`config.mk`:
```
export PLATFORM = sky130hd
export DESIGN_NAME = idc_identify
export DESIGN_NICKNAME = d
export VERILOG_FILES = /design/src/logic/idc_identify_note.sv /design/src/logic/idc_pkg.sv /design/src/logic/idc_mem_if.sv /design/src/logic/idc_identify.sv /design/src/logic/idc_str_mem.sv
export SDC_FILE = /design/constraint.sdc
export NUM_CORES = 1
export LEC_CHECK = 0
export BUFFER_PORTS_ARGS = -buffer_cell sky130_fd_sc_hd__buf_2
export CORE_ASPECT_RATIO = 0.6
export CORE_MARGIN = 10
export CORE_UTILIZATION = 25
export DETAILED_ROUTE_END_ITERATION = 8
export PLACE_DENSITY_LB_ADDON = 0.12
export RECOVER_POWER = 100
export SKIP_CTS_REPAIR_TIMING = 1
export SYNTH_ARGS = -nofsm -noshare
export SYNTH_HDL_FRONTEND = slang
export SYNTH_SLANG_ARGS = --single-unit
```
`constraint.sdc`:
```
create_clock -name clk_in -period 2.7 [get_ports clk_in]
set_clock_uncertainty 0.05 [all_clocks]
set_input_delay 0 -clock clk_in [delete_from_list [all_inputs] [get_ports clk_in]]
set_output_delay 0 -clock clk_in [all_outputs]
set_load 0.005 [all_outputs]
```
`src/logic/idc_identify_note.sv`:
```
`timescale 1ns/10ps
`default_nettype none
`default_nettype wire

```
`src/logic/idc_pkg.sv`:
```
// Operation
// - Dword 10 bits 31:16 carry the target controller number for operations needing it.
// - With namespace management enabled the controller number is honoured, not dropped.
// - Dword 10 bits 7:0 select which identification structure is returned.
// - Bytes 1:0 return the same vendor code as the configuration identity register.
// - Bytes 3:2 return the same subsystem vendor code as the subsystem register.
// - Bytes 23:4 return the vendor serial number as an ASCII string.
// - Bytes 63:24 return the vendor model number as an ASCII string.
// - Bytes 71:64 return the active firmware revision, same as the log page copy.
// - Byte 72 returns the suggested arbitration burst.
// - Bytes 75:73 return the vendor 24-bit organisation identifier.
// - Byte 76 is the sharing capability byte; bits 7:3 return zero.
// - Capability bit 2 is one for a virtual function, zero for a physical one.
// - Capability bit 1 is one when the subsystem may hold several controllers.
// - Capability bit 0 is one when the subsystem may have several link ports.
// - Selector 01h returns the controller structure of the receiving controller.
`default_nettype none
package idc_pkg;
  localparam int unsigned REG_AW = 8;
  localparam int unsigned REG_DW = 32;
  localparam logic [7:0] REG_IDENT = 8'h00;
  localparam logic [7:0] REG_OUI_ARB = 8'h01;
  localparam logic [7:0] REG_CAPS = 8'h02;
  localparam logic [7:0] REG_STATUS = 8'h03;
  localparam logic [7:0] STR_BASE = 8'h80;
  localparam int unsigned STR_BYTES = 68;
  localparam int unsigned STR_AW = 7;
  localparam int unsigned IDX_W = 7;
  localparam logic [6:0] BYTE_FIRST = 7'h00;
  localparam logic [6:0] BYTE_SUBSYS_HI = 7'h03;
  localparam logic [6:0] BYTE_STR_FIRST = 7'h04;
  localparam logic [6:0] BYTE_STR_LAST = 7'h47;
  localparam logic [6:0] BYTE_ARB = 7'h48;
  localparam logic [6:0] BYTE_OUI_LO = 7'h49;
  localparam logic [6:0] BYTE_OUI_HI = 7'h4B;
  localparam logic [6:0] BYTE_CAPS = 7'h4C;
  localparam logic [6:0] BYTE_LAST = 7'h4C;
  localparam int unsigned SEL_LSB = 0;
  localparam int unsigned SEL_W = 8;
  localparam int unsigned CTRL_LSB = 16;
  localparam int unsigned CTRL_W = 16;
  localparam logic [7:0] SEL_CONTROLLER = 8'h01;
  localparam logic [7:0] SEL_CTRL_LIST_NS = 8'h12;
  localparam logic [7:0] SEL_CTRL_LIST_ALL = 8'h13;
  localparam logic [7:0] CAPS_USED_MASK = 8'h07;
  localparam int unsigned CAPS_W = 3;
  localparam int unsigned NS_MGMT_BIT = 8;
  localparam int unsigned OUI_W = 24;
  localparam int unsigned ARB_LSB = 24;
  localparam int unsigned ST_BUSY_BIT = 0;
  localparam int unsigned ST_CODE_LSB = 4;
  localparam int unsigned ST_WARN_BIT = 8;
  localparam int unsigned ST_SEL_LSB = 16;
  localparam logic [31:0] RST_IDENT = 32'h0000_0000;
  localparam logic [31:0] RST_OUI_ARB = 32'h0000_0000;
  localparam logic [2:0] RST_CAPS = 3'h0;
  localparam int unsigned DEF_PAGE_SHIFT = 12;
  typedef enum logic [1:0] {
    IDC_ST_OK = 2'h0,
    IDC_ST_BAD_SELECTOR = 2'h1,
    IDC_ST_BAD_POINTER = 2'h2
  } idc_status_t;
  typedef enum logic [1:0] {
    IDC_IDLE = 2'h0,
    IDC_SEND = 2'h1,
    IDC_DRAIN = 2'h3,
    IDC_FINISH = 2'h2
  } idc_state_t;
endpackage
`default_nettype wire

```
`src/logic/idc_mem_if.sv`:
```
`timescale 1ns/10ps
`default_nettype none
interface idc_mem_if;
  logic wr_en;
  logic [idc_pkg::STR_AW-1:0] wr_addr;
  logic [7:0] wr_data;
  logic rd_en;
  logic [idc_pkg::STR_AW-1:0] rd_addr;
  logic [7:0] rd_data;
  modport ctrl (output wr_en, output wr_addr, output wr_data, output rd_en, output rd_addr, input rd_data);
  modport mem (input wr_en, input wr_addr, input wr_data, input rd_en, input rd_addr, output rd_data);
endinterface // idc_mem_if
`default_nettype wire

```
`src/logic/idc_identify.sv`:
```
// Decided for this implementation: the address map and the strobed register port.
`timescale 1ns/10ps
`default_nettype none
module idc_identify #(
  parameter int unsigned PAGE_SHIFT = idc_pkg::DEF_PAGE_SHIFT
) (
  input wire logic clk_in,
  input wire logic rst_in,
  input wire logic [idc_pkg::REG_AW-1:0] reg_addr_in,
  input wire logic [idc_pkg::REG_DW-1:0] reg_wdata_in,
  input wire logic reg_wr_in,
  input wire logic reg_rd_in,
  output logic [idc_pkg::REG_DW-1:0] reg_rdata_out,
  input wire logic cmd_valid_in,
  input wire logic [31:0] cmd_dword10_in,
  input wire logic [63:0] cmd_second_page_pointer_in,
  output logic cmd_ready_out,
  output logic data_valid_out,
  output logic [7:0] data_byte_out,
  output logic [idc_pkg::IDX_W-1:0] data_offset_out,
  output logic data_last_out,
  output logic cmd_done_out,
  output logic [1:0] cmd_status_out,
  output logic [idc_pkg::CTRL_W-1:0] target_controller_number_out
);
  if (PAGE_SHIFT < 1 || PAGE_SHIFT > 63)
  begin : g_bad_page
    $error("idc_identify: page shift out of range");
  end

  function automatic logic [7:0] pick_byte(input logic [31:0] word, input logic [1:0] k);
    pick_byte = word[{k, 3'h0} +: 8];
  endfunction

  idc_mem_if mem_bus ();

  idc_str_mem #(
    .DEPTH(idc_pkg::STR_BYTES)
  ) idc_str_mem_inst (
    .clk_in(clk_in),
    .port(mem_bus.mem)
  );

  idc_pkg::idc_state_t state_reg;
  idc_pkg::idc_state_t state_next;
  logic [31:0] ident_reg;
  logic [31:0] oui_arb_reg;
  logic [idc_pkg::CAPS_W-1:0] caps_reg;
  logic ns_mgmt_reg;
  logic [1:0] last_status_reg;
  logic warn_reg;
  logic [idc_pkg::SEL_W-1:0] last_sel_reg;
  logic [idc_pkg::IDX_W-1:0] idx_reg;
  logic s1_valid_reg;
  logic s1_mem_reg;
  logic [7:0] s1_byte_reg;
  logic [idc_pkg::IDX_W-1:0] s1_idx_reg;
  logic [idc_pkg::REG_DW-1:0] rdata_reg;
  logic ready_reg;
  logic data_valid_reg;
  logic [7:0] data_byte_reg;
  logic [idc_pkg::IDX_W-1:0] data_offset_reg;
  logic data_last_reg;
  logic done_reg;
  logic [1:0] status_reg;
  logic [idc_pkg::CTRL_W-1:0] ctrl_num_reg;

  logic [idc_pkg::SEL_W-1:0] cmd_sel;
  logic [idc_pkg::CTRL_W-1:0] cmd_ctrl;
  logic cmd_take;
  logic pointer_ok;
  logic sel_uses_ctrl;
  logic [1:0] cmd_verdict;
  logic in_string;
  logic [7:0] fld_byte;
  logic [idc_pkg::IDX_W-1:0] oui_rel;
  logic [7:0] str_off;
  logic str_wr;

  assign cmd_sel = cmd_dword10_in[idc_pkg::SEL_LSB +: idc_pkg::SEL_W];
  assign cmd_ctrl = cmd_dword10_in[idc_pkg::CTRL_LSB +: idc_pkg::CTRL_W];
  assign cmd_take = cmd_valid_in && (state_reg == idc_pkg::IDC_IDLE);
  // A second entry must start on a page; an offset means a list or a bad buffer
  assign pointer_ok = (cmd_second_page_pointer_in[PAGE_SHIFT-1:0] == '0);
  assign sel_uses_ctrl = (cmd_sel == idc_pkg::SEL_CTRL_LIST_NS) || (cmd_sel == idc_pkg::SEL_CTRL_LIST_ALL);

  always_comb
  begin
    if (cmd_sel != idc_pkg::SEL_CONTROLLER)
    begin
      cmd_verdict = idc_pkg::IDC_ST_BAD_SELECTOR;
    end
    else if (!pointer_ok)
    begin
      cmd_verdict = idc_pkg::IDC_ST_BAD_POINTER;
    end
    else
    begin
      cmd_verdict = idc_pkg::IDC_ST_OK;
    end
  end

  always_comb
  begin
    state_next = state_reg;
    case (state_reg)
      idc_pkg::IDC_IDLE:
      begin
        if (cmd_take)
        begin
          if (cmd_verdict == idc_pkg::IDC_ST_OK)
          begin
            state_next = idc_pkg::IDC_SEND;
          end
          else
          begin
            state_next = idc_pkg::IDC_FINISH;
          end
        end
      end
      idc_pkg::IDC_SEND:
      begin
        if (idx_reg == idc_pkg::BYTE_LAST)
        begin
          state_next = idc_pkg::IDC_DRAIN;
        end
      end
      idc_pkg::IDC_DRAIN:
      begin
        state_next = idc_pkg::IDC_FINISH;
      end
      idc_pkg::IDC_FINISH:
      begin
        state_next = idc_pkg::IDC_IDLE;
      end
      default:
      begin
        state_next = idc_pkg::IDC_IDLE;
      end
    endcase
  end

  always_ff @(posedge clk_in)
  begin
    if (rst_in)
    begin
      state_reg <= idc_pkg::IDC_IDLE;
    end
    else
    begin
      state_reg <= state_next;
    end
  end

  always_ff @(posedge clk_in)
  begin
    if (rst_in)
    begin
      idx_reg <= idc_pkg::BYTE_FIRST;
    end
    else if (state_reg == idc_pkg::IDC_SEND)
    begin
      idx_reg <= idx_reg + 7'h01;
    end
    else
    begin
      idx_reg <= idc_pkg::BYTE_FIRST;
    end
  end

  assign in_string = (idx_reg >= idc_pkg::BYTE_STR_FIRST) && (idx_reg <= idc_pkg::BYTE_STR_LAST);
  assign oui_rel = idx_reg - idc_pkg::BYTE_OUI_LO;

  // Serial, model and firmware strings sit back to back in the string store
  assign mem_bus.rd_en = (state_reg == idc_pkg::IDC_SEND) && in_string;
  assign mem_bus.rd_addr = idx_reg - idc_pkg::BYTE_STR_FIRST;

  always_comb
  begin
    fld_byte = 8'h00;
    if (idx_reg <= idc_pkg::BYTE_SUBSYS_HI)
    begin
      // Vendor code in the low half, subsystem code in the high half
      fld_byte = pick_byte(ident_reg, idx_reg[1:0]);
    end
    else if (idx_reg == idc_pkg::BYTE_ARB)
    begin
      fld_byte = oui_arb_reg[idc_pkg::ARB_LSB +: 8];
    end
    else if ((idx_reg >= idc_pkg::BYTE_OUI_LO) && (idx_reg <= idc_pkg::BYTE_OUI_HI))
    begin
      fld_byte = pick_byte({8'h00, oui_arb_reg[idc_pkg::OUI_W-1:0]}, oui_rel[1:0]);
    end
    else if (idx_reg == idc_pkg::BYTE_CAPS)
    begin
      fld_byte = {5'h00, caps_reg} & idc_pkg::CAPS_USED_MASK;
    end
  end

  always_ff @(posedge clk_in)
  begin
    if (rst_in)
    begin
      s1_valid_reg <= 1'b0;
      s1_mem_reg <= 1'b0;
      s1_byte_reg <= 8'h00;
      s1_idx_reg <= idc_pkg::BYTE_FIRST;
    end
    else
    begin
      s1_valid_reg <= (state_reg == idc_pkg::IDC_SEND);
      s1_mem_reg <= in_string;
      s1_byte_reg <= fld_byte;
      s1_idx_reg <= idx_reg;
    end
  end

  always_ff @(posedge clk_in)
  begin
    if (rst_in)
    begin
      data_valid_reg <= 1'b0;
      data_byte_reg <= 8'h00;
      data_offset_reg <= idc_pkg::BYTE_FIRST;
      data_last_reg <= 1'b0;
    end
    else
    begin
      data_valid_reg <= s1_valid_reg;
      data_byte_reg <= s1_valid_reg ? (s1_mem_reg ? mem_bus.rd_data : s1_byte_reg) : 8'h00;
      data_offset_reg <= s1_idx_reg;
      data_last_reg <= s1_valid_reg && (s1_idx_reg == idc_pkg::BYTE_LAST);
    end
  end

  always_ff @(posedge clk_in)
  begin
    if (rst_in)
    begin
      ready_reg <= 1'b0;
      done_reg <= 1'b0;
      status_reg <= idc_pkg::IDC_ST_OK;
    end
    else
    begin
      ready_reg <= (state_next == idc_pkg::IDC_IDLE);
      done_reg <= (state_reg == idc_pkg::IDC_FINISH);
      if (cmd_take)
      begin
        status_reg <= cmd_verdict;
      end
    end
  end

  // Latched per command so list operations downstream see a stable number
  always_ff @(posedge clk_in)
  begin
    if (rst_in)
    begin
      ctrl_num_reg <= '0;
      warn_reg <= 1'b0;
      last_sel_reg <= '0;
    end
    else if (cmd_take)
    begin
      ctrl_num_reg <= ns_mgmt_reg ? cmd_ctrl : '0;
      warn_reg <= !sel_uses_ctrl && (cmd_ctrl != '0);
      last_sel_reg <= cmd_sel;
    end
  end

  always_ff @(posedge clk_in)
  begin
    if (rst_in)
    begin
      last_status_reg <= idc_pkg::IDC_ST_OK;
    end
    else if (state_reg == idc_pkg::IDC_FINISH)
    begin
      last_status_reg <= status_reg;
    end
  end

  // Identity fields are programmed by software; reprogramming mid-transfer tears the copy
  always_ff @(posedge clk_in)
  begin
    if (rst_in)
    begin
      ident_reg <= idc_pkg::RST_IDENT;
      oui_arb_reg <= idc_pkg::RST_OUI_ARB;
      caps_reg <= idc_pkg::RST_CAPS;
      ns_mgmt_reg <= 1'b0;
    end
    else if (reg_wr_in)
    begin
      case (reg_addr_in)
        idc_pkg::REG_IDENT:
        begin
          ident_reg <= reg_wdata_in;
        end
        idc_pkg::REG_OUI_ARB:
        begin
          oui_arb_reg <= reg_wdata_in;
        end
        idc_pkg::REG_CAPS:
        begin
          caps_reg <= reg_wdata_in[idc_pkg::CAPS_W-1:0];
          ns_mgmt_reg <= reg_wdata_in[idc_pkg::NS_MGMT_BIT];
        end
        default:
        begin
          ident_reg <= ident_reg;
        end
      endcase
    end
  end

  assign str_off = reg_addr_in - idc_pkg::STR_BASE;
  assign str_wr = reg_wr_in && (reg_addr_in >= idc_pkg::STR_BASE) && (32'(str_off) < idc_pkg::STR_BYTES);
  assign mem_bus.wr_en = str_wr;
  assign mem_bus.wr_addr = str_off[idc_pkg::STR_AW-1:0];
  assign mem_bus.wr_data = reg_wdata_in[7:0];

  always_ff @(posedge clk_in)
  begin
    if (rst_in)
    begin
      rdata_reg <= '0;
    end
    else if (reg_rd_in)
    begin
      case (reg_addr_in)
        idc_pkg::REG_IDENT:
        begin
          rdata_reg <= ident_reg;
        end
        idc_pkg::REG_OUI_ARB:
        begin
          rdata_reg <= oui_arb_reg;
        end
        idc_pkg::REG_CAPS:
        begin
          rdata_reg <= '0;
          rdata_reg[idc_pkg::CAPS_W-1:0] <= caps_reg;
          rdata_reg[idc_pkg::NS_MGMT_BIT] <= ns_mgmt_reg;
        end
        idc_pkg::REG_STATUS:
        begin
          rdata_reg <= '0;
          rdata_reg[idc_pkg::ST_BUSY_BIT] <= (state_reg != idc_pkg::IDC_IDLE);
          rdata_reg[idc_pkg::ST_CODE_LSB +: 2] <= last_status_reg;
          rdata_reg[idc_pkg::ST_WARN_BIT] <= warn_reg;
          rdata_reg[idc_pkg::ST_SEL_LSB +: idc_pkg::SEL_W] <= last_sel_reg;
        end
        default:
        begin
          // String store is write-only; unmapped words read as zero
          rdata_reg <= '0;
        end
      endcase
    end
    else
    begin
      rdata_reg <= '0;
    end
  end

  assign reg_rdata_out = rdata_reg;
  assign cmd_ready_out = ready_reg;
  assign data_valid_out = data_valid_reg;
  assign data_byte_out = data_byte_reg;
  assign data_offset_out = data_offset_reg;
  assign data_last_out = data_last_reg;
  assign cmd_done_out = done_reg;
  assign cmd_status_out = status_reg;
  assign target_controller_number_out = ctrl_num_reg;
endmodule // idc_identify
`default_nettype wire

```
`src/logic/idc_str_mem.sv`:
```
`timescale 1ns/10ps
`default_nettype none
module idc_str_mem #(
  parameter int unsigned DEPTH = idc_pkg::STR_BYTES
) (
  input wire logic clk_in,
  idc_mem_if.mem port
);
  if (DEPTH < 1 || DEPTH > (1 << idc_pkg::STR_AW))
  begin : g_bad_depth
    $error("idc_str_mem: depth does not fit the address width");
  end

  logic [7:0] store_reg [DEPTH];
  logic [7:0] rd_data_reg;

  // No reset on the array: strings are loaded by software after reset
  always_ff @(posedge clk_in)
  begin
    if (port.wr_en && (32'(port.wr_addr) < DEPTH))
    begin
      store_reg[port.wr_addr] <= port.wr_data;
    end
  end

  always_ff @(posedge clk_in)
  begin
    if (port.rd_en && (32'(port.rd_addr) < DEPTH))
    begin
      rd_data_reg <= store_reg[port.rd_addr];
    end
    else
    begin
      rd_data_reg <= 8'h00;
    end
  end

  assign port.rd_data = rd_data_reg;
endmodule // idc_str_mem
`default_nettype wire

```
==> impl_metrics.tcl, run 1 <==
set metrics [dict create \
    status "finished with violations" \
    violations "max-capacitance violations, max-slew violations" \
    cellLeakagePower_nw 10.9 \
    design_area_sq_um 34900 \
    worstPathMaxFanout 22 \
    drive_gt1_share_pct 19.9 \
    die_w_microns 456 \
    drt-wirelength-per-cell_microns 25.4 \
    gp_congestion 0.795 \
    slew_viol_final 306 \
    worstPathArrival_ns 3.11 \
    dieArea_sq_um 128000 \
    p_int_mw 18.0 \
    start_kind "register" \
    overflow 0 \
    synth_edf_count 544 \
    nFillCells 11200 \
    p_sw_mw 4.78 \
    wirelength_mm 96.1 \
    ys_seq_area_share_pct 70.1 \
    max_slew_margin_pct -53.7 \
    setup_violations 0 \
    finalNonFillerCells 3789 \
    cap_violations 7 \
    tightest_slew_ns 2.31 \
    powerDensity_nw_per_um2 653 \
    path_clk_slew_ns 0.06 \
    synth.avg_cell_area_sq_um 15.5 \
    netSwitchingFraction_pct 21.0 \
    num_rows 95 \
    die_h_microns 282 \
    numCtsBuffers 73 \
    rsz0062_at_grt "false" \
    h-tree-depth 3 \
    initial_core_util_pct 25.3 \
    area_delta_synth_final_pct 22.6 \
    portBuffers 149 \
    grt_pass1_wl_mm 134 \
    finish.net_count 2375 \
    synth_top_area_share_pct 57.3 \
    cts_buffer_depth 3 \
    power_frac_comb_pct 2.2 \
    synthCells 1841 \
    pin_count 210 \
    rrSetupSlack_ns 0.06 \
    holdCritPathClass "primary input to register" \
    fmax_mhz 378 \
    synth_top_cells_by_area "edfxtp_1 57%, dfxtp_1 13%, mux4_2 10%" \
    synth_seq_cells 726 \
    worst-setup-path-type "register to register" \
    synth_async_sr_flop_share_pct 0 \
    vias 17800 \
    netlist_area_sq_um 28500 \
    dpl_cell_area_sq_um 32300 \
    place_ws_ns -0.151 \
    p_seq_share_pct 52.7 \
    grt_max_degree 74 \
    yosysTopAreaCell "edfxtp_1" \
    cts-root-buf "clkbuf_16" \
    antenna_found_initial 17 \
    grt_pass1_vias 17300 \
    placed_cells 3576 \
    first_pass_iters 7 \
    dr.first_iter.drc_count 1774 \
    coreArea_sq_um 113000 \
    yosysWarnings 0 \
    fin_crit_ns 2.64 \
    p_clk_share_pct 45.1 \
    ir_worst_vdd_uv 411 \
    drc 0 \
    postLayoutSetupSlackWorst_ns 0.0571 \
    dpl.hpwl_mm 66.0 \
    final_hold_viol_count 0 \
    synthFlopType "edfxtp_1" \
    cp.required_ns 3.17 \
    largest_reg_flops 544 \
    synthDistinctLibCells 66 \
    viasPerCell 4.69 \
    end_kind "register" \
    fin_setup_tns_ns 0 \
    p_total_mw 22.8 \
    syn-num-nets 1990 \
    ant_nets 0 \
    cts.sinks 726 \
    final.period_utilization_pct 97.9 \
    clk_latency_ns 0.66 \
    grt_usage_pct 14.5 \
    cts_tree "done" \
]
-- critical path, stage by stage, from the launching register on --
cell      delay (ns)
dfxtp_4         0.45
buf_12          0.25
buf_12          0.20
mux4_1          0.57
mux2_2          0.30
a221oi_1        0.37
o21a_1          0.22
nor4_1          0.08
-- worst paths after layout --
check | from | end | cells after the start
worst max register to register | idx_reg[0] | idc_str_mem_inst.port.rd_data[1] | 7
worst min-delay path | reg_addr_in[0] | reg_rdata_out[0] | 3
worst min register to register | s1_idx_reg[0] | data_last_out | 1
worst max-delay path | idx_reg[0] | idc_str_mem_inst.port.rd_data[1] | 7
-- power by group through the flow --
stage	combinational [mW]	clock [mW]	sequential (mW)
2_1_floorplan	0.112	0	12.2
3_3_place_gp	0.440	0	12.2
3_5_place_dp	0.449	0	12.2
4_1_cts	0.449	10.6	12.0
5_1_grt	0.544	11.1	12.0
6_report	0.501	10.3	12.0
-- placed cells by master (no fill, tap or decap), drive strengths merged, types with 40 or more instances in the layout --
cell,Yosys,routed
mux2i,49,49
dlygate4sd3,0,78
nand3,40,40
dfxtp,182,182
a21oi,114,114
buf,56,150
mux4,137,137
nand2,236,236
clkbuf,54,294
nor2,164,164
edfxtp,544,544
-- cell type report --
type                    instances  area (sq um)  area share [%]
flip-flops and latches        726         20000            57.2
multi-input cells             995          7980            22.8
repair buffers                420          2670            7.64
clock buffers                 102          2120            6.08
well taps                    1503          1880            5.38
clock inverters                28           248           0.709
inverters                      10          37.5           0.107
diodes                          5          12.5          0.0358
-- layer usage --
| metal | track usage [%] | routed length (microns) |
|---|---|---|
| met1 | 22.9 | 49500 |
| met2 | 19.6 | 38600 |
| met3 | 3.64 | 6700 |
| met5 | 0 | 0 |
| met4 | 2.50 | 1290 |
-- kinds of logic (layout without fill, tap and decap cells) --
| group | after synthesis | after routing | share of synthesized area, % |
|---|---|---|---|
| compound gates | 226 | 226 | 5.02 |
| xor+xnor | 11 | 11 | 0.364 |
| fa+ha+maj | 8 | 8 | 0.351 |
| buf+inv | 120 | 560 | 2.12 |
| flops | 726 | 726 | 70.1 |
| mux | 215 | 215 | 13.8 |
| other cells | 0 | 5 | 0 |
| simple gates | 535 | 535 | 8.26 |
-- metrics by stage --
step           util (%)  hold slack (ns)
3_5_place_dp       28.7            0.210
6_report           31.0           0.0131
2_1_floorplan         -           0.0489
5_1_grt            31.0           0.0159
3_3_place_gp       28.7            0.205
4_1_cts            30.8           -0.501
-- synth_stat cells, types with 22 or more instances --
cell type and n:
edfxtp_1 544, nand2_1 236, dfxtp_1 182, nor2_1 164, mux4_2 130, a21oi_1 114
clkbuf_1 54, mux2i_1 49, nand3_1 40, a22oi_1 33, mux2_2 29, nor2b_1 26
buf_2 22
Note: power is estimated with default switching activity, not from simulation.
==> run 2: changes to the inputs <==
--- a/config.mk
+++ b/config.mk
@@ -10,7 +10,7 @@
 export CORE_MARGIN = 10
 export CORE_UTILIZATION = 25
 export DETAILED_ROUTE_END_ITERATION = 8
-export PLACE_DENSITY_LB_ADDON = 0.12
+export PLACE_DENSITY = 0.51
 export RECOVER_POWER = 100
 export SKIP_CTS_REPAIR_TIMING = 1
 export SYNTH_ARGS = -nofsm -noshare
==> impl_metrics.tcl, run 2 (same netlist as run 1, synthesis figures left out) <==
set metrics [dict create \
    whs_ns 0.0165 \
    drc 0 \
    ir_worst_vdd_uv 346 \
    start_kind "primary input" \
    initial_core_util_pct 25.3 \
    worstPathArrival_ns 3.15 \
    cellLeakagePower_nw 10.9 \
    pin_count 210 \
    wirelength_mm 85.3 \
    first_pass_iters 6 \
    r2r-start "idx_reg[0]" \
    dr.first_iter.drc_count 1934 \
    portBuffers 149 \
    end_kind "register" \
    finalNonFillerCells 3767 \
    placed_cells 3565 \
    min_to "idc_str_mem_inst.store_reg[47][6]" \
    antenna_found_initial 9 \
    r2r_end "idc_str_mem_inst.port.rd_data[2]" \
    powerDensity_nw_per_um2 646 \
    reg2reg_depth 6 \
    clk_latency_ns 0.64 \
    rsz0062_at_grt "true" \
    grt_usage_pct 12.6 \
    worstPathMaxFanout 37 \
    cap_violations 9 \
    h-tree-depth 3 \
    die_h_microns 282 \
    most-common-layout-cells "544 x edfxtp_1, 236 x nand2_1, 179 x dfxtp_1, 164 x nor2_1, 138 x clkbuf_1" \
    holdCritPathClass "primary input to register" \
    drt-wirelength-per-cell_microns 22.6 \
    num_rows 95 \
    final_common_cell "edfxtp_1" \
    coreArea_sq_um 113000 \
    min_path_cells 4 \
    post-route-util_pct 30.8 \
    tightest_slew_ns 2.42 \
    largest_reg_flops 544 \
    gp_congestion 0.855 \
    die_w_microns 456 \
    cts_buffer_depth 3 \
    setup_violations 0 \
    dpl.hpwl_mm 58.5 \
    grt_pass1_wl_mm 121 \
    dieArea_sq_um 128000 \
    fmax_mhz 378 \
    final.period_utilization_pct 97.9 \
    vias 17900 \
    worst-setup-path-type "primary input to register" \
    status "finished with violations" \
    cts.sinks 726 \
    numCtsBuffers 67 \
    max_slew_margin_pct -61.6 \
    cts-root-buf "clkbuf_16" \
    cp.required_ns 3.21 \
    rrSetupSlack_ns 0.08 \
    path_clk_slew_ns 0.07 \
    area_delta_synth_final_pct 21.7 \
    overflow 0 \
    final_hold_viol_count 0 \
    grt_max_degree 75 \
    viasPerCell 4.76 \
    finish.net_count 2353 \
    fin_crit_ns 2.64 \
    ant_nets 0 \
    holdCritStartpoint "reg_addr_in[4]" \
    cts_tree "done" \
    drive_gt1_share_pct 21.5 \
    grt_pass1_vias 17500 \
    violations "max-capacitance violations, max-slew violations" \
    slew_viol_final 419 \
]
run 2: worst max-delay path by stage:
stage | start | end | slack (ns) | cells after the start
after floorplan | idx_reg[0] | s1_byte_reg[4] | 0.01 | 14
after global placement | idx_reg[2] | idc_str_mem_inst.port.rd_data[7] | -0.19 | 7
after detailed placement | idx_reg[2] | idc_str_mem_inst.port.rd_data[7] | -0.13 | 7
after CTS | idx_reg[2] | idc_str_mem_inst.port.rd_data[7] | -0.17 | 7
after global routing | idx_reg[0] | idc_str_mem_inst.port.rd_data[5] | -0.02 | 7
final | reg_wdata_in[5] | ident_reg[5] | 0.06 | 5
run 2: worst max-delay path: stages:
cell and delay, ns:
dlygate4sd3_1 0.58, clkbuf_1 1.36, clkbuf_2 0.88, nand2_1 0.11, a21oi_1 0.15
run 2: metal layers:
layer	up-vias	share of wire, %	wire length (microns)	global-route usage (%)
met5	-	0.020	17	0
met4	2	1.7	1480	2.43
met2	771	42	36100	18.0
li1	7798	-	-	-
met3	125	9.1	7790	3.43
met1	9244	47	39900	19.0
run 2: area by class of cell:
| class | count | area [sq um] |
|---|---|---|
| inverters | 10 | 37.5 |
| well taps | 1503 | 1880 |
| diodes | 5 | 12.5 |
| clock inverters | 36 | 377 |
| flip-flops and latches | 726 | 20000 |
| fillers | 11200 | 77900 |
| repair buffers | 404 | 2540 |
| multi-input cells | 995 | 7950 |
| clock buffers | 88 | 1890 |
run 2: metrics by stage:
step	setup TNS, ns	setup slack [ns]	area (sq um)	power (mW)
after floorplan	0	0.0120	28500	12.4
after global placement	-0.194	-0.194	32100	12.6
after detailed placement	-0.135	-0.135	32100	12.7
after CTS	-0.191	-0.169	34400	22.6
after global routing	-0.0368	-0.0188	34700	23.1
final	0	0.0559	34700	22.4
run 2: power breakdown:
part / internal (mW) / switching (mW)
sequential: 12.0 / 0.0133
combinational: 0.145 / 0.329
clock: 5.58 / 4.34
total: 17.7 / 4.68
